<file path="src/logic/loop_prio_defines.vh">
// Contract
// - range field selects 52/130/400/3900 ppm capture
// - bits 3:2 select phase rate limit
// - bit four set clears phase offset
// - bits 7:5 select bandwidth; 111 reserved
// - input two rank, lower code wins
// - rank code 111 disables the input
// - switch revertively to better available rank
// - equal rank never displaces current selection
// - revertive across ranks, non-revertive within rank
// - bits 6:4 hold input three rank
`ifndef LOOP_PRIO_DEFINES_VH
`define LOOP_PRIO_DEFINES_VH
`define LOOP_CONTROL_ADDR 7'h3f
`define UPPER_REF_PRIORITY_ADDR 7'h40
`define LOWER_REF_PRIORITY_ADDR 7'h41
`define LOOP_CONTROL_RESET 8'h0d
`define UPPER_REF_PRIORITY_RESET 8'h32
`define LOWER_REF_PRIORITY_RESET 8'h10
`define RANGE_LSB 0
`define RATE_LSB 2
`define CLEAR_BIT 4
`define BW_LSB 5
`define RANK_LO_LSB 0
`define RANK_HI_LSB 4
`define RANK_DISABLED 3'h7
`define BW_RESERVED 3'h7
`endif

</file>
<file path="src/logic/loop_prio_config.v">
`include "loop_prio_defines.vh"
`default_nettype none
module loop_prio_config (
   // clock and reset
   input wire sys_clk_i,
   input wire reset_i,
   // host configuration port
   input wire [6:0] reg_addr_i,
   input wire [7:0] reg_wdata_i,
   input wire reg_write_i,
   input wire reg_read_i,
   output reg [7:0] reg_rdata_o,
   // reference state
   input wire auto_mode_i,
   input wire [3:0] ref_avail_i,
   // loop configuration to core
   output reg [1:0] capture_range_sel_o,
   output reg [1:0] phase_rate_limit_sel_o,
   output reg phase_offset_clear_en_o,
   output reg [2:0] filter_bandwidth_sel_o,
   output reg bandwidth_reserved_o,
   // selection
   output reg [1:0] selected_ref_o,
   output reg selected_valid_o
);
   // the rank layout is fixed by the two priority registers
   localparam NUM_REFS = 4;
   localparam RANK_W = 3;
   localparam HIT_CONTROL = 0;
   localparam HIT_UPPER = 1;
   localparam HIT_LOWER = 2;

   // output reset values follow the control register default
   localparam [7:0] CTL_AT_RESET = `LOOP_CONTROL_RESET;
   localparam [1:0] RANGE_AT_RESET = CTL_AT_RESET[1:0];
   localparam [1:0] RATE_AT_RESET = CTL_AT_RESET[3:2];
   localparam CLEAR_AT_RESET = CTL_AT_RESET[4];
   localparam [2:0] BW_AT_RESET = CTL_AT_RESET[7:5];
   localparam BW_RES_AT_RESET = (CTL_AT_RESET[7:5] == `BW_RESERVED);

   // register storage
   reg [7:0] loop_control;
   reg [7:0] upper_ref_priority;
   reg [7:0] lower_ref_priority;

   // host port decode
   wire [2:0] write_hit;
   wire [2:0] read_hit;
   reg [7:0] next_rdata;
   reg [7:0] next_loop_control;
   reg [7:0] next_upper_ref_priority;
   reg [7:0] next_lower_ref_priority;

   // decoded loop configuration
   reg [1:0] next_capture;
   reg [1:0] next_rate;
   reg next_clear;
   reg [2:0] next_bw;
   reg next_bw_reserved;

   // per-input rank view
   wire [11:0] ranks;
   wire [2:0] rank_code [0:3];
   wire [3:0] rank_usable;
   wire [3:0] beats_current;
   genvar g;

   // current selection and search
   reg cur_keep;
   reg [2:0] cur_rank;
   reg [1:0] next_sel;
   reg next_valid;
   reg [2:0] best_rank;
   integer i;

   // maps an address onto the register it names; unmapped gives zero
   function [2:0] addr_decode;
      input [6:0] addr;
      begin
         addr_decode = 3'h0;
         case (addr)
            `LOOP_CONTROL_ADDR: addr_decode[HIT_CONTROL] = 1'b1;
            `UPPER_REF_PRIORITY_ADDR: addr_decode[HIT_UPPER] = 1'b1;
            `LOWER_REF_PRIORITY_ADDR: addr_decode[HIT_LOWER] = 1'b1;
            default: addr_decode = 3'h0;
         endcase
      end
   endfunction

   // each priority register carries two rank codes
   function [2:0] rank_field;
      input [7:0] prio;
      input upper_half;
      begin
         rank_field = upper_half ? prio[`RANK_HI_LSB +: 3] : prio[`RANK_LO_LSB +: 3];
      end
   endfunction

   // all ones takes the input out of the search
   function rank_enabled;
      input [2:0] code;
      begin
         rank_enabled = (code != `RANK_DISABLED);
      end
   endfunction

   // strict compare: an equal rank never counts as better
   function rank_better;
      input [2:0] cand;
      input [2:0] ref_rank;
      begin
         rank_better = (cand < ref_rank);
      end
   endfunction

   // the core is told, it still gets the raw code
   function bw_is_reserved;
      input [2:0] code;
      begin
         bw_is_reserved = (code == `BW_RESERVED);
      end
   endfunction

   assign write_hit = reg_write_i ? addr_decode(reg_addr_i) : 3'h0;
   assign read_hit = reg_read_i ? addr_decode(reg_addr_i) : 3'h0;

   // input n owns ranks[3n+2:3n]
   assign ranks = {rank_field(upper_ref_priority, 1'b1),
                   rank_field(upper_ref_priority, 1'b0),
                   rank_field(lower_ref_priority, 1'b1),
                   rank_field(lower_ref_priority, 1'b0)};

   generate
      for (g = 0; g < NUM_REFS; g = g + 1) begin : g_rank
         assign rank_code[g] = ranks[g*RANK_W +: RANK_W];
         assign rank_usable[g] = ref_avail_i[g] && rank_enabled(rank_code[g]);
         assign beats_current[g] = rank_usable[g]
            && (!cur_keep || rank_better(rank_code[g], cur_rank));
      end
   endgenerate

   // reserved bits are stored as written, so reads echo them
   // writes to an unmapped address change nothing
   always @* begin
      next_loop_control = loop_control;
      if (write_hit[HIT_CONTROL]) begin
         next_loop_control = reg_wdata_i;
      end
   end

   always @* begin
      next_upper_ref_priority = upper_ref_priority;
      if (write_hit[HIT_UPPER]) begin
         next_upper_ref_priority = reg_wdata_i;
      end
   end

   always @* begin
      next_lower_ref_priority = lower_ref_priority;
      if (write_hit[HIT_LOWER]) begin
         next_lower_ref_priority = reg_wdata_i;
      end
   end

   // register storage with its defaults
   always @(posedge sys_clk_i or posedge reset_i) begin
      if (reset_i) begin
         loop_control <= `LOOP_CONTROL_RESET;
      end else begin
         loop_control <= next_loop_control;
      end
   end

   always @(posedge sys_clk_i or posedge reset_i) begin
      if (reset_i) begin
         upper_ref_priority <= `UPPER_REF_PRIORITY_RESET;
      end else begin
         upper_ref_priority <= next_upper_ref_priority;
      end
   end

   always @(posedge sys_clk_i or posedge reset_i) begin
      if (reset_i) begin
         lower_ref_priority <= `LOWER_REF_PRIORITY_RESET;
      end else begin
         lower_ref_priority <= next_lower_ref_priority;
      end
   end

   // a read beside a write to the same register returns the old value
   always @* begin
      next_rdata = 8'h00;
      case (read_hit)
         3'h1: next_rdata = loop_control;
         3'h2: next_rdata = upper_ref_priority;
         3'h4: next_rdata = lower_ref_priority;
         default: next_rdata = 8'h00;
      endcase
   end

   // read data stands until the next read
   always @(posedge sys_clk_i or posedge reset_i) begin
      if (reset_i) begin
         reg_rdata_o <= 8'h00;
      end else if (reg_read_i) begin
         reg_rdata_o <= next_rdata;
      end
   end

   // loop configuration fields
   always @* begin
      next_capture = loop_control[`RANGE_LSB +: 2];
      next_rate = loop_control[`RATE_LSB +: 2];
      next_clear = loop_control[`CLEAR_BIT];
      next_bw = loop_control[`BW_LSB +: 3];
      next_bw_reserved = bw_is_reserved(loop_control[`BW_LSB +: 3]);
   end

   // one flop per field keeps every output straight from a register
   always @(posedge sys_clk_i or posedge reset_i) begin
      if (reset_i) begin
         capture_range_sel_o <= RANGE_AT_RESET;
      end else begin
         capture_range_sel_o <= next_capture;
      end
   end

   always @(posedge sys_clk_i or posedge reset_i) begin
      if (reset_i) begin
         phase_rate_limit_sel_o <= RATE_AT_RESET;
      end else begin
         phase_rate_limit_sel_o <= next_rate;
      end
   end

   always @(posedge sys_clk_i or posedge reset_i) begin
      if (reset_i) begin
         phase_offset_clear_en_o <= CLEAR_AT_RESET;
      end else begin
         phase_offset_clear_en_o <= next_clear;
      end
   end

   always @(posedge sys_clk_i or posedge reset_i) begin
      if (reset_i) begin
         filter_bandwidth_sel_o <= BW_AT_RESET;
      end else begin
         filter_bandwidth_sel_o <= next_bw;
      end
   end

   always @(posedge sys_clk_i or posedge reset_i) begin
      if (reset_i) begin
         bandwidth_reserved_o <= BW_RES_AT_RESET;
      end else begin
         bandwidth_reserved_o <= next_bw_reserved;
      end
   end

   // an unusable selection is dropped; the search then refills it
   // a dropped selection ranks as disabled, so anything usable beats it
   always @* begin
      cur_keep = selected_valid_o && rank_usable[selected_ref_o];
      cur_rank = `RANK_DISABLED;
      if (cur_keep) begin
         cur_rank = rank_code[selected_ref_o];
      end
   end

   // ascending scan with strict compare gives the lowest index on ties
   always @* begin
      next_sel = selected_ref_o;
      next_valid = cur_keep;
      best_rank = cur_rank;
      for (i = 0; i < NUM_REFS; i = i + 1) begin
         if (beats_current[i]
             && (!next_valid || rank_better(rank_code[i], best_rank))) begin
            best_rank = rank_code[i];
            next_sel = i[1:0];
            next_valid = 1'b1;
         end
      end
   end

   // outside automatic mode the selection is frozen
   // the last choice stays visible so the core can hold over on it
   always @(posedge sys_clk_i or posedge reset_i) begin
      if (reset_i) begin
         selected_ref_o <= 2'h0;
      end else if (auto_mode_i) begin
         selected_ref_o <= next_sel;
      end
   end

   always @(posedge sys_clk_i or posedge reset_i) begin
      if (reset_i) begin
         selected_valid_o <= 1'b0;
      end else if (auto_mode_i) begin
         selected_valid_o <= next_valid;
      end
   end
endmodule
`default_nettype wire

</file>
<file path="config.mk">
export PLATFORM = sky130hd
export DESIGN_NAME = loop_prio_config
export DESIGN_NICKNAME = d
export VERILOG_FILES = /design/src/logic/loop_prio_config.v
export VERILOG_INCLUDE_DIRS = /design/src /design/src/logic
export SDC_FILE = /design/constraint.sdc
export NUM_CORES = 1
export LEC_CHECK = 0
export BUFFER_PORTS_ARGS = -buffer_cell sky130_fd_sc_hd__buf_4
export CORE_MARGIN = 5
export CORE_UTILIZATION = 48
export DETAILED_ROUTE_END_ITERATION = 12
export PLACE_DENSITY_LB_ADDON = 0.08
export SYNTH_ARGS = -nofsm -noshare
export SYNTH_HDL_FRONTEND = slang
export SYNTH_SLANG_ARGS = --single-unit
</file>
<file path="constraint.sdc">
create_clock -name sys_clk_i -period 5.2 [get_ports sys_clk_i]
set_clock_uncertainty 0.15 [all_clocks]
set_input_delay 0 -clock sys_clk_i [delete_from_list [all_inputs] [get_ports sys_clk_i]]
set_output_delay 0 -clock sys_clk_i [all_outputs]
set_load 0.03 [all_outputs]
</file>
======== Word level (Yosys, flattened, before mapping) ========
Cells that the tools add are included.
word-level totals
  output and inout bits ................... 20
  input bits .............................. 24
  bits in registers ....................... 44
cells by class
  muxes and demuxes ....................... 23
  bitwise gates (word level) .............. 1
  magnitude comparators ................... 9
  reduce and logical (&&, ||, !) cells .... 26
  eq/ne operators ......................... 11
operators by type and width
  operator                                                     number
  2-to-1 mux 3 bit                                             8
  case mux 8 bit (3 select lines)                              1
  less-than comparator 3 bit                                   7
  equality test 7 bit (second input constant)                  2
  logical AND 1 bit                                            13
  != test 3 bit (second input constant)                        4
  2-to-1 mux 1 bit                                             8
  2-to-1 mux 2 bit                                             4
  equality test 7 x 6 -> 1 bit (second input constant)         1
  logical OR 1 bit                                             7
  binary-select mux 3 bit (select 2 bit)                       1
  equality test 3 bit (second input constant)                  2
  logical NOT 1 bit                                            4
  nonzero test 4 bit                                           1
  equality test 3 x 1 -> 1 bit (second input constant)         1
  equality test 3 x 2 -> 1 bit (second input constant)         1
  greater-or-equal comparator 3 bit (second input constant)    1
  less-than comparator 2 x 3 -> 1 bit (second input constant)  1
  inverter 2 -> 3 bit                                          1
  binary-select mux 1 bit (select 2 bit)                       1
  AND reduction 2 bit                                          1

======== Logic depth before layout (Yosys ltp) ========
Gate-level depths: netlist (run 1).
  depth in word-level cells ............... 24
  mapped depth ............................ 30
  gate-level depth less buffers ........... 29

======== Worst setup path before layout (run 1) ========
No wires, ideal clock.
  path type ............................... reg2reg
  from .................................... register selected_ref_o[0]
  to ...................................... register selected_ref_o[0]
  period minus slack after synthesis ...... 5.735 ns
  data arrival time ....................... 5.495 ns
  setup time .............................. 0.090 ns
  required time ........................... 4.960 ns
  cell stages (with the launch flop) ...... 29
  setup slack ............................. -0.535 ns
  path through ............................ dfrtp_1 buf_6 mux2_1 a32oi_1 maj3_1 a21oi_1 a21oi_1 inv_1 ha_1 o21ai_1 a211o_1 o211ai_1 mux2_2 ha_1 or2_2 nor2_1 o2111ai_1 a31oi_1 nor3_4 a21o_1 ha_1 o21a_1 nor2_1 a21oi_1 nor3_1 a31oi_1 a31o_1 or2_1 o2111ai_1
on the way
  cells in the longest elaborated chain, start to end .. 23
  elaborated cells between the ends (all ways) .. 45
  classes of those cells .................. 7 x order compare; 15 x mux; 1 x bitwise; 22 x reduce/logical
ends and longest elaborated chain
  element                                                                 RTL line                                        RTL
  from (decl)                                                             loop_prio_config.v:23                           output reg [1:0] selected_ref_o,
  from (signal assigned)                                                  loop_prio_config.v:291                          selected_ref_o <= next_sel;
  inverter 2 -> 3 bit (implied by the code)                               loop_prio_config.v:266                          cur_rank = rank_code[selected_ref_o];
  binary-select mux 3 bit (select 2 bit)                                  loop_prio_config.v:266
  2-to-1 mux 3 bit (implied by the code) (2 in series)                    loop_prio_config.v:266
  2-to-1 mux 3 bit                                                        loop_prio_config.v:265                          if (cur_keep) begin
  less-than comparator 3 bit                                              loop_prio_config.v:112                          rank_better = (cand < ref_rank);
  logical OR 1 bit                                                        loop_prio_config.v:138, loop_prio_config.v:277
  logical AND 1 bit                                                       loop_prio_config.v:138                          && (!cur_keep || rank_better(rank_code[g], cur_rank));
  logical AND 1 bit                                                       loop_prio_config.v:277                          && (!next_valid || rank_better(rank_code[i], best_rank))) begin
  [... 6 more ...]                                                        --
  logical OR 1 bit                                                        loop_prio_config.v:277
  logical AND 1 bit                                                       loop_prio_config.v:277
  2-to-1 mux 3 bit / 2-to-1 mux 1 bit (equally long branches)             loop_prio_config.v:276                          if (beats_current[i]
  less-than comparator 3 bit / logical NOT 1 bit (equally long branches)  loop_prio_config.v:112, loop_prio_config.v:277
  logical OR 1 bit                                                        loop_prio_config.v:277
  logical AND 1 bit                                                       loop_prio_config.v:277
  nonzero test 4 bit (no line)                                            --
  AND reduction 2 bit (no line)                                           --
Parallel ways exist; a longest one is shown, timed or not. The select of a mux whose other input is x is not followed.
A chain may end at the register's enable or synchronous reset.

======== Worst setup path in the final report (run 1) ========
  from .................................... register selected_ref_o[1]
  to ...................................... register selected_ref_o[0]
Same word-level chain as after synthesis.

==> flow_metrics.env, run 1 <==
export IMPL_cp_common_cell="a21oi_2"
export IMPL_clockRootBuffer="clkbuf_8"
export IMPL_swShare_pct=38.6
export IMPL_syn2layout_area_growth_pct=43.3
export IMPL_yosysWarnings=0
export IMPL_layout_drive_gt1_share_pct=49.9
export IMPL_insertion_delay_ns=0.30
export IMPL_cp_max_fo=11
export IMPL_period_minus_slack_ns=5.39
export IMPL_h_tree_depth=2
export IMPL_cp_data_arrival_time_ns=5.46
export IMPL_status="complete, but fails checks"
export IMPL_relSlewSlack_pct=53.2
export IMPL_synth_edf_count=0
export IMPL_track_usage_pct=22.5
export IMPL_die_w_um=87.0
export IMPL_clk_path_buf_depth=2
export IMPL_maxCapViolCount=0
export IMPL_finalSetupViolations=2
export IMPL_fp_row_count=28
export IMPL_yosysTopAreaCell="dfrtp_1"
export IMPL_utilization_pct=69.7
export IMPL_power_density_mw_per_mm2=440
export IMPL_fmaxAchievable_mhz=185
export IMPL_synth_top_family_by_area="compound AO/OA/AOI/OAI gates"
export IMPL_end_kind="register"
export IMPL_detail_route_antenna_nets=0
export IMPL_synth_area_leaders="dfrtp_1 30%, mux2_2 11%, dfstp_2 9.2%"
export IMPL_numCtsBuffers=5
export IMPL_cp_slowest_cell="dfrtp_2"
export IMPL_post_place_ws_ns=-0.254
export IMPL_initial_utilization_pct=48.6
export IMPL_coreArea_mm2=0.00585
export IMPL_cts_sinks=44
export IMPL_initialDrtViolationCount=241
export IMPL_ir_worst_vdd_mv=0.236
export IMPL_wl_mm=8.22
export IMPL_worstMarginPinSlew_ns=0.699
export IMPL_cpPeakStageDelay_ns=0.50
export IMPL_io_buffer_count=43
export IMPL_synth_xor_area_share_pct=0
export IMPL_diodes=0
export IMPL_via_per_inst=5.76
export IMPL_dieArea_mm2=0.00756
export IMPL_grt_remaining_overflow=0
export IMPL_synthSimpleGateAreaFrac_pct=16.4
export IMPL_grt_pass1_vias=2682
export IMPL_clock_power_share_pct=14.8
export IMPL_timing_hold_ws_ns=0.0182
export IMPL_cellLeakagePower_nw=1.84
export IMPL_timing_final_ws_setup_ns=-0.194
export IMPL_syn_num_nets=311
export IMPL_antenna_found_initial=0
export IMPL_clk_pin_slew_ns=0.09
export IMPL_yosysTopAreaCellShare_pct=29.9
export IMPL_synthMuxAreaShare_pct=14.9
export IMPL_final_hold_violation_count=0
export IMPL_place_inst=437
export IMPL_layout_nets=425
export IMPL_path_class="reg -> reg"
export IMPL_power_frac_comb_pct=61.1
export IMPL_via_count=2720
export IMPL_power_internal_w=0.00110
export IMPL_dr_pass1_iters=4
export IMPL_holdCritPathClass="in -> reg"
export IMPL_violations="negative setup slack"
export IMPL_seq_area_frac_synth_pct=39.2
export IMPL_tritoncts="yes"
export IMPL_min_period_over_period_pct=104
export IMPL_grt_first_pass_wirelength_mm=13.4
export IMPL_ys_flop_type="dfrtp_1"
export IMPL_rsz0062_at_grt="true"
export IMPL_critPathRequiredTime_ns=5.27
export IMPL_drc=0
export IMPL_finalMaxSlewViolations=0
export IMPL_synth_compound_area_share_pct=22.2
export IMPL_final_cells=472
export IMPL_ys_seq_elements=44
export IMPL_avgSynthCellArea_um2=10.1
export IMPL_crit_path_start_kind="register"
export IMPL_ys_types=68
export IMPL_pin_count=44
export IMPL_dp_hpwl_mm=6.12
export IMPL_p_sw_w=0.000693
export IMPL_pwr_share_seq_pct=24.1
export IMPL_synth_fa_ha_area_share_pct=2.90
export IMPL_syn_inst=282
export IMPL_drt_wirelength_per_cell_um=17.4
export IMPL_die_h_um=87.0
export IMPL_netlist_area_mm2=0.00284
export IMPL_gp_congestion=0.893
export IMPL_async_reset_ff_share_pct=100
export IMPL_grt_start_max_net_pins=45
worst paths after layout:
check	slack [ns]	to	cells after the start	startpoint
max	-0.19	selected_ref_o[0]$_DFFE_PP0P_	29	selected_ref_o[1]$_DFFE_PP0P_
min	0.02	reg_rdata_o[3]$_DFFE_PP0P_	3	reg_read_i
max reg2reg	-0.19	selected_ref_o[0]$_DFFE_PP0P_	29	selected_ref_o[1]$_DFFE_PP0P_
min reg2reg	0.23	phase_rate_limit_sel_o[1]$_DFF_PP1_	0	loop_control[3]$_DFFE_PP1P_
max in group asynchronous	4.26	upper_ref_priority[5]$_DFFE_PP1P_	4	reset_i
min in group asynchronous	0.24	selected_valid_o$_DFFE_PP0P_	4	reset_i
metrics by stage:
stage / total power (W) / cell area, µm² / TNS [ns]
finish: 0.00179 / 4080 / -0.325
global route: 0.00190 / 4080 / -0.793
CTS: 0.00168 / 3970 / -0.0558
detailed placement: 0.00133 / 3630 / -0.457
global placement: 0.00131 / 3630 / -0.122
floorplan: 0.00102 / 2920 / -0.266
power groups by stage:
stage               sequential (W)  clock [W]  combinational, W
floorplan                 0.000446          0          0.000569
global placement          0.000433          0          0.000881
detailed placement        0.000434          0          0.000892
CTS                       0.000432   0.000272          0.000979
global route              0.000439   0.000287           0.00118
finish                    0.000432   0.000266           0.00110
flip-flops by register name, indices dropped and copies added (netlist names):
signal / count
bandwidth_reserved_o: 1
loop_control: 8
phase_offset_clear_en_o: 1
selected_ref_o: 2
filter_bandwidth_sel_o: 3
selected_valid_o: 1
capture_range_sel_o: 2
reg_rdata_o: 8
upper_ref_priority: 8
phase_rate_limit_sel_o: 2
lower_ref_priority: 8
cells in the final DEF (no fill, tap or decap), types with 3 or more instances in the layout:
cell | Yosys | routed
buf_4 | 1 | 107
dfrtp_1 | 34 | 32
mux2_2 | 27 | 26
nand2_1 | 25 | 25
nor2_1 | 24 | 21
a21oi_1 | 20 | 16
dlygate4sd3_1 | 0 | 11
dfstp_2 | 10 | 10
inv_1 | 10 | 8
a221o_1 | 8 | 8
nand3_1 | 6 | 6
nor3_1 | 7 | 5
nand2b_1 | 5 | 5
nor2b_1 | 5 | 5
mux2_4 | 2 | 5
clkbuf_8 | 0 | 5
a211oi_1 | 5 | 4
o22ai_1 | 4 | 4
a21o_1 | 4 | 4
a21oi_2 | 0 | 4
o211ai_1 | 3 | 3
o21ai_1 | 3 | 3
a211o_1 | 3 | 3
buf_6 | 2 | 3
layer usage:
metal  global-route usage, %  up-vias  part of all wire [%]
li1                        -     1298                     -
met1                    31.5     1349                    46
met2                    36.3       62                    48
met3                    3.78       11                   4.7
met4                    5.10        0                   1.2
met5                       0        -                     0
cell type report:
cell class	instances	area, µm²
fill	451	1770
multi-input combinational	214	1770
sequential	44	1120
timing repair buffer	121	947
tap	75	93.8
clock buffer	5	68.8
clock inverter	3	46.3
inverter	10	37.5
critical path, delay by kind of cell (launching register included):
kind,cells,cell delay (ns)
adders and majority gates,3,0.71
muxes,1,0.36
and+or+nand+nor,8,1.31
buffers and inverters,2,0.23
DFF,1,0.50
AOI/OAI and AO/OA,15,2.05
synthesized netlist by cell type, types with 4 or more instances:
master and n:
a21oi_1 20, a211oi_1 5, inv_1 10, nor3_1 7, a221o_1 8, clkbuf_1 7
mux2_2 27, dfstp_2 10, o22ai_1 4, a21o_1 4, nor2_1 24, ha_1 5
dfrtp_1 34, nand3_1 6, nor2b_1 5, nand2b_1 5, nand2_1 25
what timing repair did:
| action | CTS | global route |
|---|---|---|
| pin swaps | 15 | 14 |
| endpoints found under the hold margin | 61 | 0 |
| setup endpoints to repair | 2 | 2 |
| cloned | 0 | 0 |
| gates resized for setup | 15 | 10 |
| buffers inserted | 8 | 8 |
| hold buffers | 11 | 0 |
kinds of logic after synthesis:
group	after synthesis
adder cells (fa/ha/maj)	7
buffers and inverters	24
AND/OR/NAND/NOR	91
AO/OA/AOI/OAI	80
multiplexers	36
flip-flops	44
Note: power is estimated with default switching activity, not from simulation.
==> inputs of run 2 (changes only) <==
clock period = 4.3 ns   (was 5.2 ns; I/O delays follow)
==> run 2 against run 1 <==
Compared with the run above: the flow still finishes with violations (negative setup slack); critical path depth fell by 3; worst hold slack got worse by 0.0034 ns; first-iteration DRC count fell by 19%; utilization rose by 2.8 points; sequential share of layout area fell by 1.1 points; flip-flop and latch count did not move; largest cell class unchanged; largest power group unchanged.
==> flow_metrics.env, run 2 (synthesis gave the netlist of run 1 again) <==
export IMPL_dieArea_mm2=0.00756
export IMPL_status="complete, but fails checks"
export IMPL_cts_sinks=44
export IMPL_clk_pin_slew_ns=0.09
export IMPL_tritoncts="yes"
export IMPL_layout_nets=446
export IMPL_finalMaxSlewViolations=0
export IMPL_reg2regPathDepth=26
export IMPL_fmaxAchievable_mhz=185
export IMPL_clk_path_buf_depth=2
export IMPL_dp_hpwl_mm=6.29
export IMPL_cpPeakStageDelay_ns=0.51
export IMPL_holdCritPathClass="in -> reg"
export IMPL_violations="negative setup slack"
export IMPL_insertion_delay_ns=0.30
export IMPL_timing_final_ws_setup_ns=-1.10
export IMPL_finalSetupViolations=2
export IMPL_track_usage_pct=23.6
export IMPL_antenna_found_initial=0
export IMPL_numCtsBuffers=5
export IMPL_power_density_mw_per_mm2=528
export IMPL_detail_route_antenna_nets=0
export IMPL_r2r_end="selected_ref_o[0]$_DFFE_PP0P_"
export IMPL_die_h_um=87.0
export IMPL_via_per_inst=5.78
export IMPL_tns_ns=-2.11
export IMPL_clockRootBuffer="clkbuf_8"
export IMPL_crit_path_start_kind="register"
export IMPL_grt_remaining_overflow=0
export IMPL_cp_slowest_cell="dfrtp_2"
export IMPL_initialDrtViolationCount=196
export IMPL_grt_start_max_net_pins=45
export IMPL_pin_count=44
export IMPL_grt_first_pass_wirelength_mm=14.0
export IMPL_stdcell_area_mm2=0.00424
export IMPL_gp_congestion=0.976
export IMPL_layout_common_cells="128 x buf_4, 32 x dfrtp_1, 26 x mux2_2"
export IMPL_wl_mm=8.63
export IMPL_r2r_start="selected_ref_o[0]$_DFFE_PP0P_"
export IMPL_min_from="reg_read_i"
export IMPL_critPathLaunch="selected_ref_o[0]$_DFFE_PP0P_"
export IMPL_dr_pass1_iters=5
export IMPL_maxCapViolCount=0
export IMPL_relSlewSlack_pct=18.1
export IMPL_initial_utilization_pct=48.6
export IMPL_final_hold_violation_count=0
export IMPL_end_kind="register"
export IMPL_io_buffer_count=43
export IMPL_cp_max_fo=7
export IMPL_via_count=2849
export IMPL_layout_drive_gt1_share_pct=52.4
export IMPL_critPathRequiredTime_ns=4.36
export IMPL_coreArea_mm2=0.00585
export IMPL_die_w_um=87.0
export IMPL_syn2layout_area_growth_pct=49.2
export IMPL_drc=0
export IMPL_cellLeakagePower_nw=1.96
export IMPL_grt_pass1_vias=2805
export IMPL_final_common_cell="buf_4"
export IMPL_fillers=444
export IMPL_path_class="reg -> reg"
export IMPL_min_period_over_period_pct=126
export IMPL_dpl_cell_area_mm2=0.00383
export IMPL_h_tree_depth=2
export IMPL_ff2ff_setup_slack_ns=-1.10
export IMPL_fp_row_count=28
export IMPL_cp_data_arrival_time_ns=5.46
export IMPL_crit_end="selected_ref_o[0]$_DFFE_PP0P_"
export IMPL_ir_worst_vdd_mv=0.396
export IMPL_period_minus_slack_ns=5.40
export IMPL_diodes=0
export IMPL_rsz0062_at_grt="true"
export IMPL_timing_hold_ws_ns=0.0148
export IMPL_worstMarginPinSlew_ns=1.23
export IMPL_drt_wirelength_per_cell_um=17.5
## run 2: metal layers
metal  track usage (%)  wire (µm)  share of wire, %  up-vias
li1                  -          -                 -     1336
met1              32.8       4000                46     1400
met2              39.3       4090                47       97
met3              3.78        455               5.3       16
met4              4.25         87               1.0        0
met5                 0          0                 0        -
## run 2: layout make-up
class | count | area, µm² | area share [%]
sequential | 44 | 1120 | 26.3
timing repair buffer | 142 | 1120 | 26.4
tap | 75 | 93.8 | 2.21
clock buffer | 5 | 68.8 | 1.62
multi-input combinational | 214 | 1760 | 41.5
clock inverter | 3 | 46.3 | 1.09
inverter | 10 | 37.5 | 0.885
## run 2: what timing repair did
item,CTS,global route
pin swaps,16,17
resized for setup,17,5
setup buffers,7,6
hold buffers,10,0
setup endpoints to repair,2,2
gates cloned,0,0
endpoints found under the hold margin,61,0
## run 2: critical path, delay by kind of cell, from the launching register on
| family | cells | cell delay [ns] |
|---|---|---|
| and+or+nand+nor | 7 | 1.01 |
| DFF | 1 | 0.51 |
| adders and majority gates | 2 | 0.43 |
| AOI/OAI and AO/OA | 13 | 2.34 |
| muxes | 1 | 0.36 |
| buffers and inverters | 3 | 0.49 |
## run 2: through the flow
| step | util (%) | setup WS (ns) | cells | total power (W) |
|---|---|---|---|---|
| floorplan | - | -1.07 | 282 | 0.00123 |
| global placement | 65.4 | -0.986 | 462 | 0.00168 |
| detailed placement | 65.4 | -1.18 | 462 | 0.00169 |
| CTS | 71.1 | -0.924 | 487 | 0.00214 |
| global route | 72.5 | -1.27 | 493 | 0.00237 |
| finish | 72.5 | -1.10 | 493 | 0.00224 |
## run 2: report_power, final
part | switching [W] | internal [W]
Combinational | 0.000659 | 0.000748
Clock | 0.000150 | 0.000175
Sequential | 0.0000449 | 0.000462
Total | 0.000854 | 0.00138
## run 2: worst min path at each step
stage                                         endpoint  slack [ns]  depth (start not counted)
final                       reg_rdata_o[0]$_DFFE_PP0P_        0.01                          3
after CTS                   reg_rdata_o[3]$_DFFE_PP0P_       0.006                          3
after detailed placement  selected_valid_o$_DFFE_PP0P_        0.02                          3
after global placement    selected_valid_o$_DFFE_PP0P_        0.01                          3
after global routing        reg_rdata_o[1]$_DFFE_PP0P_        0.02                          3
after floorplan           selected_valid_o$_DFFE_PP0P_       -0.03                          1
==> inputs of run 3 (changes only) <==
CORE_UTILIZATION = 52   (was 48)
==> run 3 against run 2 <==
Compared with the run above: combinational power decreased by 3%; die area shrank 6.8%; via count grew 0.18%; sequential power rose by 2%; flip-flop and latch count unchanged; the run still ends with negative setup slack left; non-clock buffer count fell by 1; worst hold slack gained 0.00054 ns; cell area down 1.7%.
==> flow_metrics.env, run 3 (synthesis gave the netlist of run 1 again) <==
export IMPL_status="complete, but fails checks"
export IMPL_violations="negative setup slack"
export IMPL_path_delay_family="compound AO/OA/AOI/OAI gates"
export IMPL_cts_sinks=44
export IMPL_clk_path_buf_depth=2
export IMPL_layout_drive_gt1_share_pct=51.3
export IMPL_grt_first_pass_wirelength_mm=14.8
export IMPL_min_period_over_period_pct=123
export IMPL_diodes=0
export IMPL_worstMarginPinSlew_ns=1.12
export IMPL_initial_utilization_pct=52.6
export IMPL_final_cells=489
export IMPL_gp_congestion=0.925
export IMPL_grt_start_max_net_pins=45
export IMPL_cp_slowest_cell="dfrtp_2"
export IMPL_finalSetupViolations=2
export IMPL_fin_total_pwr_w=0.00215
export IMPL_dr_pass1_iters=4
export IMPL_fp_row_count=27
export IMPL_via_count=2854
export IMPL_via_per_inst=5.84
export IMPL_cp_max_fo=6
export IMPL_path_class="reg -> reg"
export IMPL_fmaxAchievable_mhz=188
export IMPL_pin_count=44
export IMPL_coreArea_mm2=0.00541
export IMPL_rsz0062_at_grt="true"
export IMPL_layout_common_cells="128 x buf_4, 32 x dfrtp_1, 26 x mux2_2"
export IMPL_wl_mm=8.82
export IMPL_h_tree_depth=2
export IMPL_dp_hpwl_mm=6.55
export IMPL_cellLeakagePower_nw=1.93
export IMPL_syn2layout_area_growth_pct=46.7
export IMPL_initialDrtViolationCount=274
export IMPL_maxCapViolCount=0
export IMPL_die_w_um=84.0
export IMPL_stdcell_area_mm2=0.00417
export IMPL_holdCritPathClass="in -> reg"
export IMPL_antenna_found_initial=0
export IMPL_cpPeakStageDelay_ns=0.49
export IMPL_regArea_mm2=0.00112
export IMPL_drt_wirelength_per_cell_um=18.0
export IMPL_clk_pin_slew_ns=0.08
export IMPL_ir_worst_vdd_mv=0.329
export IMPL_crit_buf_inv=2
export IMPL_crit_path_start_kind="register"
export IMPL_tritoncts="yes"
export IMPL_final_hold_violation_count=0
export IMPL_end_kind="register"
export IMPL_detail_route_antenna_nets=0
export IMPL_period_minus_slack_ns=5.31
export IMPL_dpl_cell_area_mm2=0.00382
export IMPL_track_usage_pct=25.9
export IMPL_numCtsBuffers=5
export IMPL_dieArea_mm2=0.00705
export IMPL_multiInputGateArea_mm2=0.00175
export IMPL_finalMaxSlewViolations=0
export IMPL_timing_final_ws_setup_ns=-1.01
export IMPL_cp_data_arrival_time_ns=5.36
export IMPL_final_common_cell="buf_4"
export IMPL_grt_pass1_vias=2916
export IMPL_insertion_delay_ns=0.29
export IMPL_io_buffer_count=43
export IMPL_clockRootBuffer="clkbuf_8"
export IMPL_power_density_mw_per_mm2=516
export IMPL_critPathRequiredTime_ns=4.35
export IMPL_layout_nets=445
export IMPL_relSlewSlack_pct=25.1
export IMPL_drc=0
export IMPL_place_inst=460
export IMPL_die_h_um=84.0
export IMPL_grt_remaining_overflow=0
export IMPL_fillers=383
export IMPL_timing_hold_ws_ns=0.0153
-- run 3: worst paths after layout --
path	start	endpoint	slack (ns)	depth (start not counted)
max	selected_ref_o[0]$_DFFE_PP0P_	selected_ref_o[0]$_DFFE_PP0P_	-1.01	28
min	reg_read_i	reg_rdata_o[4]$_DFFE_PP0P_	0.02	3
min reg2reg	loop_control[2]$_DFFE_PP1P_	phase_rate_limit_sel_o[0]$_DFF_PP1_	0.22	0
max reg2reg	selected_ref_o[0]$_DFFE_PP0P_	selected_ref_o[0]$_DFFE_PP0P_	-1.01	28
max in group asynchronous	reset_i	selected_ref_o[0]$_DFFE_PP0P_	3.33	4
min in group asynchronous	reset_i	upper_ref_priority[3]$_DFFE_PP0P_	0.28	4
-- run 3: tightest hold or removal path: cells and delay by family --
kind | cells | cell delay [ns]
AOI/OAI and AO/OA | 2 | 0.24
buffers and inverters | 1 | 0.18
-- run 3: routing by layer --
layer	GRT usage, %	wire length [µm]
met5	0	0
met4	4.24	71
met3	4.84	619
met2	41.9	4180
met1	36.7	3960
-- run 3: repair_timing --
action / in CTS / in global routing
pin swaps: 9 / 3
hold buffers: 11 / 0
setup buffers: 10 / 0
setup endpoints to repair: 2 / 2
gates resized for setup: 14 / 5
endpoints found under the hold margin: 61 / 0
-- run 3: final cells by class --
type | count | area share [%]
clock buffer | 8 | 2.16
sequential | 44 | 26.7
inverter | 10 | 0.900
multi-input combinational | 214 | 41.8
timing repair buffer | 141 | 26.2
tap | 72 | 2.16
-- run 3: through the flow --
step	setup WS [ns]	setup TNS [ns]	util, %
after floorplan	-1.07	-2.07	-
after global placement	-1.06	-2.06	70.6
after detailed placement	-1.14	-2.21	70.6
after CTS	-0.937	-1.81	76.8
after global routing	-1.32	-2.60	77.2
final	-1.01	-1.94	77.2
-- run 3: power by group --
group	internal, W	total (W)	leakage [nW]	switching [W]
clock	0.000131	0.000262	0.0455	0.000131
combinational	0.000722	0.00137	1.33	0.000653
sequential	0.000462	0.000516	0.547	0.0000542
